### config.mk
export PLATFORM = sky130hd
export DESIGN_NAME = btc_core
export DESIGN_NICKNAME = d
export VERILOG_FILES = /design/src/rtl/btc_core.v
export VERILOG_INCLUDE_DIRS = /design/src /design/src/rtl
export SDC_FILE = /design/constraint.sdc
export NUM_CORES = 1
export LEC_CHECK = 0
export ABC_AREA = 1
export BUFFER_PORTS_ARGS = -buffer_cell sky130_fd_sc_hd__buf_2
export CAP_MARGIN = 20
export CORE_MARGIN = 2
export CORE_UTILIZATION = 45
export CTS_CLUSTER_DIAMETER = 100
export DETAILED_ROUTE_END_ITERATION = 10
export PLACE_DENSITY = 0.63
export SYNTH_ARGS = -nofsm -noshare
export SYNTH_HDL_FRONTEND = slang
export SYNTH_SLANG_ARGS = --single-unit
### constraint.sdc
create_clock -name ref_clk -period 6.5 [get_ports ref_clk]
set_input_delay 1.3 -clock ref_clk [delete_from_list [all_inputs] [get_ports ref_clk]]
set_output_delay 1.3 -clock ref_clk [all_outputs]
set_load 0.02 [all_outputs]
### src/rtl/btc_defines.vh
`ifndef BTC_DEFINES_VH
`define BTC_DEFINES_VH

// Register byte offsets
`define BTC_OFS_CTRL      12'h000
`define BTC_OFS_STAT      12'h004
`define BTC_OFS_TRAPS     12'h008
`define BTC_CTRL_RST      32'h0000_0007

// Exception vector for out-of-range checks
`define BTC_TRAP_VEC      8'h06

// Effective-address modes and mode 111 sub-codes
`define BTC_M_DREG        3'h0
`define BTC_M_AREG        3'h1
`define BTC_M_IND         3'h2
`define BTC_M_POST        3'h3
`define BTC_M_PRE         3'h4
`define BTC_M_DISP        3'h5
`define BTC_M_IDX         3'h6
`define BTC_M_EXT         3'h7
`define BTC_R_ABSW        3'h0
`define BTC_R_ABSL        3'h1
`define BTC_R_PCD         3'h2
`define BTC_R_PCX         3'h3
`define BTC_R_IMM         3'h4

// Operand sizes
`define BTC_SZ_B          2'h0
`define BTC_SZ_W          2'h1
`define BTC_SZ_L          2'h2

// Opcode patterns
`define BTC_BTR_OPM       3'h4
`define BTC_BTI_HI        10'h020
`define BTC_CHK_HI        4'h4
`define BTC_CHK_W         2'h3
`define BTC_CHK_L         2'h2
`define BTC_CK2_OPM       3'h3
`define BTC_CK2_EXT       12'h800

// Flag positions in the condition byte: X N Z V C
`define BTC_F_N           3
`define BTC_F_Z           2
`define BTC_F_C           0

`endif

### src/rtl/btc_core.v
// Contract
// - Bit test sets Z from inverted bit
// - Register target: long, bit number mod 32
// - Memory target: byte, bit number mod 8
// - Bit zero is least significant
// - Register-form bit test opcode decode
// - Immediate-form opcode and extension decode
// - Data modes only; immediate in register form
// - Effective-address mode field decoding
// - Signed upper bound; trap below zero/above
// - Single check flags: N set/cleared, X kept
// - Single check size field and register
// - Upper bound via any data mode
// - Pair check fetches lower then upper
// - Data register: low part compared only
// - Address register: bounds sign-extended
// - Pair check traps outside inclusive range
// - Pair flags: Z equal bound, C out
// - Pair opcode size and extension decode
// - Bounds only through control modes
`timescale 1ns/1ps
`include "btc_defines.vh"

module btc_core (
    // Clock and reset
    input  wire        ref_clk,
    input  wire        rst_b,
    // Instruction stream
    input  wire        ins_valid,
    input  wire [15:0] ins_word,
    input  wire [15:0] ins_ext,
    output reg         ins_ready,
    // Register file read port
    output reg         rf_req,
    output reg  [3:0]  rf_sel,
    input  wire        rf_ack,
    input  wire [31:0] rf_data,
    // Operand bus
    output reg         mem_req,
    output reg  [2:0]  mem_mode,
    output reg  [2:0]  mem_reg,
    output reg  [1:0]  mem_size,
    output reg         mem_second,
    input  wire        mem_ack,
    input  wire [31:0] mem_data,
    // Condition codes and exception unit
    input  wire [4:0]  ccr_in,
    output reg  [4:0]  ccr_out,
    output reg         ccr_we,
    output reg         done,
    output reg         trap,
    output reg  [7:0]  trap_vec,
    output reg         bad_op,
    // APB slave
    input  wire        psel,
    input  wire        penable,
    input  wire        pwrite,
    input  wire [11:0] paddr,
    input  wire [31:0] pwdata,
    output reg  [31:0] prdata,
    output reg         pready,
    output reg         pslverr
);

    localparam S_IDLE = 3'h0;
    localparam S_RF1  = 3'h1;
    localparam S_RF2  = 3'h2;
    localparam S_MEM1 = 3'h3;
    localparam S_MEM2 = 3'h4;
    localparam S_EXEC = 3'h5;

    localparam OP_BT  = 2'h0;
    localparam OP_CK  = 2'h1;
    localparam OP_CK2 = 2'h2;

    reg [2:0]  state_q;
    reg [1:0]  op_q;
    reg [1:0]  size_q;
    reg [2:0]  mode_q;
    reg [2:0]  ear_q;
    reg        cls_q;
    reg [31:0] a_q;
    reg [31:0] b_q;
    reg [31:0] c_q;
    reg [31:0] ctrl_q;
    reg [15:0] traps_q;
    reg [4:0]  last_ccr_q;
    reg        last_trap_q;

    // Opcode fields
    wire [2:0] f_mode = ins_word[5:3];
    wire [2:0] f_reg  = ins_word[2:0];
    wire [2:0] f_dn   = ins_word[11:9];
    wire       m_ext  = (f_mode == `BTC_M_EXT);

    // Data modes, with and without immediate
    // mode field decode
    wire ext_ok  = (f_reg == `BTC_R_ABSW) || (f_reg == `BTC_R_ABSL) ||
                   (f_reg == `BTC_R_PCD)  || (f_reg == `BTC_R_PCX);
    wire data_nimm = (f_mode != `BTC_M_AREG) && (!m_ext || ext_ok);
    wire data_imm  = data_nimm || (m_ext && f_reg == `BTC_R_IMM);
    wire ctl_ok = (f_mode == `BTC_M_IND) || (f_mode == `BTC_M_DISP) ||
                  (f_mode == `BTC_M_IDX) || (m_ext && ext_ok);

    // Opcode recognition
    // register-form pattern
    wire is_btr = (ins_word[15:12] == 4'h0) &&
                  (ins_word[8:6] == `BTC_BTR_OPM);
    // immediate form with zero upper extension byte
    wire is_bti = (ins_word[15:6] == `BTC_BTI_HI) &&
                  (ins_ext[15:8] == 8'h00);
    // size field 11 word, 10 long
    wire is_chk = (ins_word[15:12] == `BTC_CHK_HI) && !ins_word[6] &&
                  ((ins_word[8:7] == `BTC_CHK_W) ||
                   (ins_word[8:7] == `BTC_CHK_L));
    // size 00/01/10, extension bit 11 set, bits 10:0 zero
    wire is_ck2 = (ins_word[15:11] == 5'h00) &&
                  (ins_word[10:9] != 2'h3) &&
                  (ins_word[8:6] == `BTC_CK2_OPM) &&
                  ((ins_ext[11:0] & 12'hFFF) == `BTC_CK2_EXT);

    // Legal combinations, gated by software enables
    // immediate target only in register form
    wire ok_btr = is_btr && data_imm && ctrl_q[0];
    wire ok_bti = is_bti && data_nimm && ctrl_q[0];
    wire ok_chk = is_chk && data_imm && ctrl_q[1];
    wire ok_ck2 = is_ck2 && ctl_ok && ctrl_q[2];
    wire take   = ins_valid && ins_ready;

    // Sign extension and mask by size
    function [31:0] sext;
        input [31:0] v;
        input [1:0]  s;
        begin
            if (s == `BTC_SZ_B) begin
                sext = {{24{v[7]}}, v[7:0]};
            end else if (s == `BTC_SZ_W) begin
                sext = {{16{v[15]}}, v[15:0]};
            end else begin
                sext = v;
            end
        end
    endfunction

    function [31:0] smask;
        input [1:0] s;
        begin
            if (s == `BTC_SZ_B) begin
                smask = 32'h0000_00FF;
            end else if (s == `BTC_SZ_W) begin
                smask = 32'h0000_FFFF;
            end else begin
                smask = 32'hFFFF_FFFF;
            end
        end
    endfunction

    // Execution datapath
    reg        bit_v;
    reg        ck_neg;
    reg        ck_gt;
    reg [31:0] k_m;
    reg [31:0] k_r;
    reg [31:0] k_lo;
    reg [31:0] k_hi;
    reg [31:0] k_d1;
    reg [31:0] k_d2;
    reg        ck2_out;
    reg        ck2_eq;
    reg [4:0]  ccr_d;
    reg        trap_d;

    always @* begin
        if (mode_q == `BTC_M_DREG) begin
            bit_v = b_q[a_q[4:0]];
        end else begin
            bit_v = b_q[a_q[2:0]];
        end
        // signed compare against zero and bound
        ck_neg = $signed(sext(a_q, size_q)) < 0;
        ck_gt  = $signed(sext(a_q, size_q)) > $signed(sext(b_q, size_q));
        k_m  = cls_q ? 32'hFFFF_FFFF : smask(size_q);
        k_r  = cls_q ? a_q : (a_q & k_m);
        k_lo = cls_q ? sext(b_q, size_q) : (b_q & k_m);
        k_hi = cls_q ? sext(c_q, size_q) : (c_q & k_m);
        // inclusive range, equal bounds allow one value
        k_d1 = (k_r - k_lo) & k_m;
        k_d2 = (k_hi - k_lo) & k_m;
        ck2_out = k_d1 > k_d2;
        ck2_eq  = (k_r == k_lo) || (k_r == k_hi);
        ccr_d  = ccr_in;
        trap_d = 1'b0;
        case (op_q)
            OP_BT: begin
                ccr_d[`BTC_F_Z] = ~bit_v;
            end
            OP_CK: begin
                // N set below zero, else cleared; Z V C zero
                ccr_d[3:0] = {ck_neg, 3'h0};
                trap_d = ck_neg || ck_gt;
            end
            default: begin
                // Z equal to a bound, C out of range
                ccr_d[3:0] = 4'h0;
                ccr_d[`BTC_F_Z] = ck2_eq;
                ccr_d[`BTC_F_C] = ck2_out;
                trap_d = ck2_out;
            end
        endcase
    end

    // Sequencer: decode, register and operand fetch, execute
    always @(posedge ref_clk) begin
        if (!rst_b) begin
            state_q    <= S_IDLE;
            op_q       <= OP_BT;
            size_q     <= `BTC_SZ_L;
            mode_q     <= 3'h0;
            ear_q      <= 3'h0;
            cls_q      <= 1'b0;
            a_q        <= 32'h0;
            b_q        <= 32'h0;
            c_q        <= 32'h0;
            ins_ready  <= 1'b0;
            rf_req     <= 1'b0;
            rf_sel     <= 4'h0;
            mem_req    <= 1'b0;
            mem_mode   <= 3'h0;
            mem_reg    <= 3'h0;
            mem_size   <= `BTC_SZ_B;
            mem_second <= 1'b0;
            ccr_out    <= 5'h0;
            ccr_we     <= 1'b0;
            done       <= 1'b0;
            trap       <= 1'b0;
            trap_vec   <= 8'h0;
            bad_op     <= 1'b0;
            traps_q    <= 16'h0;
            last_ccr_q <= 5'h0;
            last_trap_q <= 1'b0;
        end else begin
            done   <= 1'b0;
            trap   <= 1'b0;
            ccr_we <= 1'b0;
            bad_op <= 1'b0;
            case (state_q)
                S_IDLE: begin
                    ins_ready <= 1'b1;
                    if (take) begin
                        mode_q <= f_mode;
                        ear_q  <= f_reg;
                        cls_q  <= 1'b0;
                        ins_ready <= 1'b0;
                        if (ok_btr || ok_chk) begin
                            // First read: bit number or checked value
                            op_q   <= ok_btr ? OP_BT : OP_CK;
                            size_q <= (ok_chk && ins_word[7]) ?
                                      `BTC_SZ_W : `BTC_SZ_L;
                            rf_sel <= {1'b0, f_dn};
                            rf_req <= 1'b1;
                            state_q <= S_RF1;
                        end else if (ok_bti) begin
                            op_q   <= OP_BT;
                            size_q <= `BTC_SZ_L;
                            a_q    <= {24'h0, ins_ext[7:0]};
                            if (f_mode == `BTC_M_DREG) begin
                                rf_sel  <= {1'b0, f_reg};
                                rf_req  <= 1'b1;
                                state_q <= S_RF2;
                            end else begin
                                mem_mode <= f_mode;
                                mem_reg  <= f_reg;
                                mem_size <= `BTC_SZ_B;
                                mem_second <= 1'b0;
                                mem_req  <= 1'b1;
                                state_q  <= S_MEM1;
                            end
                        end else if (ok_ck2) begin
                            op_q   <= OP_CK2;
                            size_q <= ins_word[10:9];
                            cls_q  <= ins_ext[15];
                            rf_sel <= ins_ext[15:12];
                            rf_req <= 1'b1;
                            state_q <= S_RF1;
                        end else begin
                            // Unknown or illegal form
                            bad_op    <= 1'b1;
                            ins_ready <= 1'b1;
                        end
                    end
                end
                S_RF1: begin
                    if (rf_ack) begin
                        a_q    <= rf_data;
                        rf_req <= 1'b0;
                        if (op_q != OP_CK2 && mode_q == `BTC_M_DREG) begin
                            rf_sel  <= {1'b0, ear_q};
                            state_q <= S_RF2;
                        end else begin
                            // Memory target byte; bound at check size
                            mem_mode <= mode_q;
                            mem_reg  <= ear_q;
                            mem_size <= (op_q == OP_BT) ? `BTC_SZ_B : size_q;
                            mem_second <= 1'b0;
                            mem_req  <= 1'b1;
                            state_q  <= S_MEM1;
                        end
                    end
                end
                S_RF2: begin
                    rf_req <= 1'b1;
                    if (rf_req && rf_ack) begin
                        b_q     <= rf_data;
                        rf_req  <= 1'b0;
                        state_q <= S_EXEC;
                    end
                end
                S_MEM1: begin
                    if (mem_ack) begin
                        b_q <= mem_data;
                        if (op_q == OP_CK2) begin
                            mem_second <= 1'b1;
                            state_q    <= S_MEM2;
                        end else begin
                            mem_req <= 1'b0;
                            state_q <= S_EXEC;
                        end
                    end
                end
                S_MEM2: begin
                    if (mem_ack) begin
                        c_q        <= mem_data;
                        mem_req    <= 1'b0;
                        mem_second <= 1'b0;
                        state_q    <= S_EXEC;
                    end
                end
                default: begin
                    // Result, flags and exception hand-over
                    ccr_out    <= ccr_d;
                    ccr_we     <= 1'b1;
                    last_ccr_q <= ccr_d;
                    last_trap_q <= trap_d;
                    // vector 6 instead of normal completion
                    if (trap_d) begin
                        trap     <= 1'b1;
                        trap_vec <= `BTC_TRAP_VEC;
                        traps_q  <= traps_q + 16'h1;
                    end else begin
                        done <= 1'b1;
                    end
                    ins_ready <= 1'b1;
                    state_q   <= S_IDLE;
                end
            endcase
        end
    end

    // APB slave: one wait state, write lands with pready
    always @(posedge ref_clk) begin
        if (!rst_b) begin
            ctrl_q  <= `BTC_CTRL_RST;
            prdata  <= 32'h0;
            pready  <= 1'b0;
            pslverr <= 1'b0;
        end else begin
            pready  <= 1'b0;
            pslverr <= 1'b0;
            if (psel && penable && !pready) begin
                pready <= 1'b1;
                if (paddr == `BTC_OFS_CTRL) begin
                    prdata <= ctrl_q;
                end else if (paddr == `BTC_OFS_STAT) begin
                    prdata <= {20'h0, last_trap_q, last_ccr_q,
                               op_q, 1'b0, state_q};
                end else if (paddr == `BTC_OFS_TRAPS) begin
                    prdata <= {16'h0, traps_q};
                end else begin
                    prdata  <= 32'h0;
                    pslverr <= 1'b1;
                end
            end
            if (psel && penable && pready && pwrite &&
                paddr == `BTC_OFS_CTRL) begin
                ctrl_q <= {29'h0, pwdata[2:0]};
            end
        end
    end

endmodule

# After elaboration in Yosys (flattened, before gate mapping)
# Index checks and enable logic that the tools add are counted.
[totals] ff_bits=190 input_bits=153 out_inout_bits=67 elab_cells=285
[classes] n_addsub=3 n_lt_le_gt_ge=5 eq_ne=43 muxes=122 bitwise=9 reduce_logical=74
[ops] operator="32-bit two-way mux" n=18
[ops] operator="32-bit AND" n=5
[ops] operator="32-bit case mux with 2 select lines" n=2
[ops] operator="32-bit == test" n=2
[ops] operator="32-bit greater-than comparator" n=2
[ops] operator="32-bit subtractor" n=2
[ops] operator="3-bit two-way mux" n=20
[ops] operator="16-bit two-way mux" n=3
[ops] operator="1-bit two-way mux" n=43
[ops] operator="32-bit by 1-bit less-than comparator with 1-bit output (second input constant)" n=1
[ops] operator="2-bit two-way mux" n=14
[ops] operator="4-bit two-way mux" n=7
[ops] operator="2-bit inequality test (second input constant)" n=14
[ops] operator="1-bit logical AND" n=27
[ops] operator="10-bit AND reduction" n=2
[ops] operator="3-bit by 2-bit == test with 1-bit output (second input constant)" n=6
[ops] operator="3-bit == test (second input constant)" n=6
[ops] operator="16-bit by 1-bit adder with 16-bit output (second input constant)" n=1
[ops] operator="3-bit case mux with 5 select lines" n=1
[ops] operator="12-bit == test (second input constant)" n=1
[ops] operator="12-bit by 3-bit == test with 1-bit output (second input constant)" n=1
[ops] operator="12-bit by 4-bit == test with 1-bit output (second input constant)" n=1
[ops] operator="12-bit zero test" n=1
[ops] operator="3-bit zero test" n=4
[ops] operator="35 further kinds" n=72

# Depth between registers and ports, before layout
[depth] ltp_word=13 mapped_depth=32

# Worst setup path after synthesis
# No wires, ideal clock.
[synth_path] path_kind="register to register" startpoint="register size_q[1], in the netlist sext.s[1]" endpoint="register traps_q[0]" setup_ns=0.115 t_arrival_ns=4.516 required_time_ns=6.385 path_slack_ns=1.869 path_stages_with_launch=27 cell_sequence="dfxtp_1 -> buf_4 -> buf_4 -> buf_2 -> clkbuf_1 -> clkbuf_1 -> a21oi_1 -> ha_1 -> a21oi_1 -> o21ai_0 -> inv_1 -> nor2_1 -> a2111oi_0 -> nand3_1 -> nand2_1 -> nand3_1 -> ha_1 -> nand2_1 -> nor2_1 -> nor3b_1 -> a21oi_1 -> a21oi_1 -> nand2_1 -> buf_2 -> buf_4 -> a21oi_1 -> nor2_1"
[synth_between] elab_chain_len=11
[synth_lines] item="from (decl)" line_no="btc_core.v:78" rtl="reg [1:0] size_q;"
[synth_lines] item="from (signal assigned)" line_no="btc_core.v:217" rtl="size_q <= `BTC_SZ_L;"
[synth_lines] item="from (signal assigned)" line_no="btc_core.v:257" rtl="size_q <= (ok_chk && ins_word[7]) ?"
[synth_lines] item="from (signal assigned)" line_no="btc_core.v:264" rtl="size_q <= `BTC_SZ_L;"
[synth_lines] item="2-bit by 1-bit == test with 1-bit output (no source line)"
[synth_lines] item="32-bit two-way mux" line_no="btc_core.v:150" rtl="end else if (s == `BTC_SZ_W) begin"
[synth_lines] item="32-bit two-way mux" line_no="btc_core.v:148" rtl="if (s == `BTC_SZ_B) begin"
[synth_lines] item="32-bit two-way mux" line_no="btc_core.v:182" rtl="k_m = cls_q ? 32'hFFFF_FFFF : smask(size_q);"
[synth_lines] item="32-bit AND, on equally long branches" line_no="btc_core.v:183, btc_core.v:184, btc_core.v:185"
[synth_lines] item="32-bit two-way mux, on equally long branches" line_no="btc_core.v:183, btc_core.v:184, btc_core.v:185"
[synth_lines] item="32-bit subtractor, on equally long branches" line_no="btc_core.v:187, btc_core.v:188"
[synth_lines] item="32-bit AND, on equally long branches" line_no="btc_core.v:187, btc_core.v:188"
[synth_lines] item="32-bit greater-than comparator" line_no="btc_core.v:189" rtl="ck2_out = k_d1 > k_d2;"
[synth_lines] item="1-bit case mux with 2 select lines (*)" line_no="btc_core.v:193" rtl="case (op_q)"
[synth_lines] item="2-bit AND reduction (no source line) (*)"
[synth_lines] item="to (signal assigned)" line_no="btc_core.v:348" rtl="traps_q <= traps_q + 16'h1;"
[synth_lines] item="to (decl)" line_no="btc_core.v:86" rtl="reg [15:0] traps_q;"
# Mark *: on every way between the ends. The rest lies on a longest branch, timed or not.
# A chain may end at the register's enable or synchronous reset.

# Final worst setup path
[layout_path] startpoint="register size_q[0], in the netlist sext.s[0]" endpoint="register traps_q[9]"
# The elaborated chain is that of the path after synthesis.

==> out/qor.yml <==
yosys:
  netlist_top_cells_area: "dfxtp_1 23%, nand2_1 17%, ha_1 9.7%"
  ys_seq_area_share_pct: 22.62
  synth_async_sr_flop_share_pct: 0
  synth_top_cell_by_area: "dfxtp_1"
  ys_ff_latch: 174
  synth_area_mm2: 0.01540
  syn_avg_cell_area_um2: 5.964
  synth_edf_count: 0
  ys_warn_count: 0
  synth.distinct_cells: 49
  ys.flop_type: "dfxtp_1"
  syn_inst: 2582
  synth_top_area_share_pct: 22.62
sta:
  fmax_mhz: 179.9
  hold_viol: 0
  setup_ws_ns: 0.9408
  tightest_slew_ns: 0.9420
  setup_viol: 0
  period_share_pct: 85.53
  fin_worst_skew_ns: 0.007459
  timing.slew.headroom_pct: 36.97
  rsz0062_at_grt: "false"
  slew_viol_final: 0
  tns_ns: 0
  min_period_ns: 5.559
  worst_hold_slack_ns: 0.4546
power_and_ir_drop:
  static-leakage-power_nw: 8.836
  power_mw: 8.918
  switchingPower_mw: 4.843
  switching_share_pct: 54.31
  pwr-share-seq_pct: 13.8
  power.density_mw_per_mm2: 520.7
  irDropWorstVdd_mv: 0.3219
  power_frac_clock_pct: 11.6
  power.internal_mw: 4.075
  comb_power_share_pct: 74.6
finish:
  area_growth_pct: 11.22
  drive_above_1_share_pct: 9.989
  final_nets: 2975
  layout_commonest_cell: "nand2_1"
  finalInstanceArea_mm2: 0.01713
  reg_top3: "a_q (32), b_q (32), c_q (32)"
  most-common-layout-cells: "700 x nand2_1, 291 x a21oi_1, 281 x inv_1, 249 x nor2_1, 196 x nand3_1"
  final_core_util_pct: 50.95
  finalNonFillerCells: 3165
drt:
  wl_per_cell_um: 17.57
  ant_nets: 0
  dr.pass1.iters: 5
  drt_wl_total_mm: 55.60
  drtIter0Drc: 1375
  vias: 17400
  post-route-drc-count: 0
  routed_via_density: 5.496
cts:
  post-cts-setup-buffer-count: 0
  cts_buffers: 17
  ctsLongestPathBuffers: 2
  cts_hold_buf: 0
  clock_sinks: 174
  worst_skew_pair.late_latency_ns: 0.44
  clk_pin_slew_worst_paths_ns: 0.06
  cts_max_level: 4
  post_cts_resized: 0
  cts_tree: "done"
  cts-root-buf: "clkbuf_16"
worst_setup_path:
  critPathKind: "register to register"
  critPathRequiredTime_ns: 6.80
  crit_arrival_ns: 5.86
  cp-start-kind: "register"
  cp-end-kind: "register"
  critical_path.max_fanout: 18
placement:
  io_buffers: 167
  place_congestion: 0.9631
  place_area_mm2: 0.01652
  dpl.cell_count: 3129
  dp_slack_ns: 1.080
  dp_hpwl_mm: 44.44
job:
  max-cap-violations: 0
floorplanning:
  die_h_um: 189.0
  core-area_mm2: 0.03362
  io-pin-count: 220
  dieArea_mm2: 0.03572
  dieWidth_um: 189.0
  placementRows: 67
  start_util_pct: 45.81
global_routing:
  grt_max_degree: 92
  grt_usage_pct: 30.81
  grt-ovfl-total: 0
  grt_pass1_vias: 16160
  antenna_found_initial: 9
  grt_pass1_wl_mm: 87.30
worst_hold_path:
  hold_class: "register to register"
run_status:
  status: "completed"
-- cell families (layout without fill, tap and decap cells) --
| family | count (synthesis) | in the layout | synth area share, % |
|---|---|---|---|
| simple gates | 1283 | 1283 | 35.16 |
| compound gates | 550 | 550 | 19.02 |
| buf+inv | 410 | 520 | 10.80 |
| flops | 174 | 174 | 22.62 |
| fa+ha+maj | 121 | 121 | 9.929 |
| xor+xnor | 43 | 43 | 2.446 |
| other cells | 1 | 26 | 0.02435 |
-- layer usage --
layer  wire length [um]  up-vias  GRT usage, %
met5                 46        -             0
met4               1437        8         9.405
met3               3537       88         4.263
met2              25540      562         51.30
met1              25040     7993         41.24
li1                   -     8745             -
-- synth_stat cells, types with 4 or more instances --
cell / number
nand2_2: 10
xor2_1: 29
a221oi_1: 4
a31oi_1: 38
inv_1: 281
buf_4: 28
buf_2: 15
clkinv_1: 6
nand2_1: 700
clkbuf_1: 66
dfxtp_1: 174
nor3_1: 34
o211ai_1: 5
nand4_1: 52
o21ai_1: 12
nor4_1: 7
o21ai_2: 4
o21ai_0: 166
a21oi_1: 291
a21o_1: 7
inv_2: 10
nor2_1: 250
nand3_2: 5
nand3_1: 196
or2_2: 5
nand3b_1: 8
a211oi_1: 5
nor2_2: 6
ha_1: 119
buf_1: 4
xnor2_1: 14
-- critical path, cell delays in order, from the launching register on --
cell      delay [ns]
dfxtp_1         0.41
nor2_4          0.42
nand2_1         0.30
nand2_1         0.13
nand2_1         0.36
nand3_1         0.26
inv_1           0.11
ha_1            0.47
nand3_1         0.21
nor2_1          0.17
nand2_1         0.07
nand2_1         0.14
nand2_1         0.09
nand3b_1        0.09
nand3_1         0.13
ha_1            0.32
nand2_1         0.07
nor2_1          0.14
nand3b_1        0.13
nor3b_1         0.19
buf_4           0.18
nand2_1         0.06
nand2_1         0.19
a21oi_1         0.09
nand2_1         0.08
nand2_1         0.36
nand2_1         0.17
a21oi_1         0.07
-- final cells by class --
| class | count | area (um^2) |
|---|---|---|
| Antenna cell | 4 | 10.01 |
| Clock buffer | 22 | 474.2 |
| Clock inverter | 9 | 111.4 |
| Fill cell | 3619 | 16490 |
| Inverter | 297 | 1115 |
| Multi-Input combinational cell | 2019 | 10340 |
| Sequential cell | 174 | 3485 |
| Tap cell | 448 | 560.5 |
| Timing Repair Buffer | 192 | 1031 |
-- power groups by stage --
stage | Clock [mW] | Combinational, mW | Sequential [mW]
2_1_floorplan | 0 | 4.77 | 1.24
3_3_place_gp | 0 | 6.45 | 1.25
3_5_place_dp | 0 | 6.58 | 1.25
4_1_cts | 1.05 | 6.61 | 1.23
5_1_grt | 1.09 | 7.60 | 1.24
6_report | 1.04 | 6.65 | 1.23
-- path summary, 6_finish.rpt --
check	cells past startpoint	endpoint	slack (ns)	from
max	27	traps_q[9]	0.94	sext.s[0]
min	2	mem_second	0.45	mem_second
max reg2reg	27	traps_q[9]	0.94	sext.s[0]
min reg2reg	2	mem_second	0.45	mem_second
(Power assumes the default switching activity.)
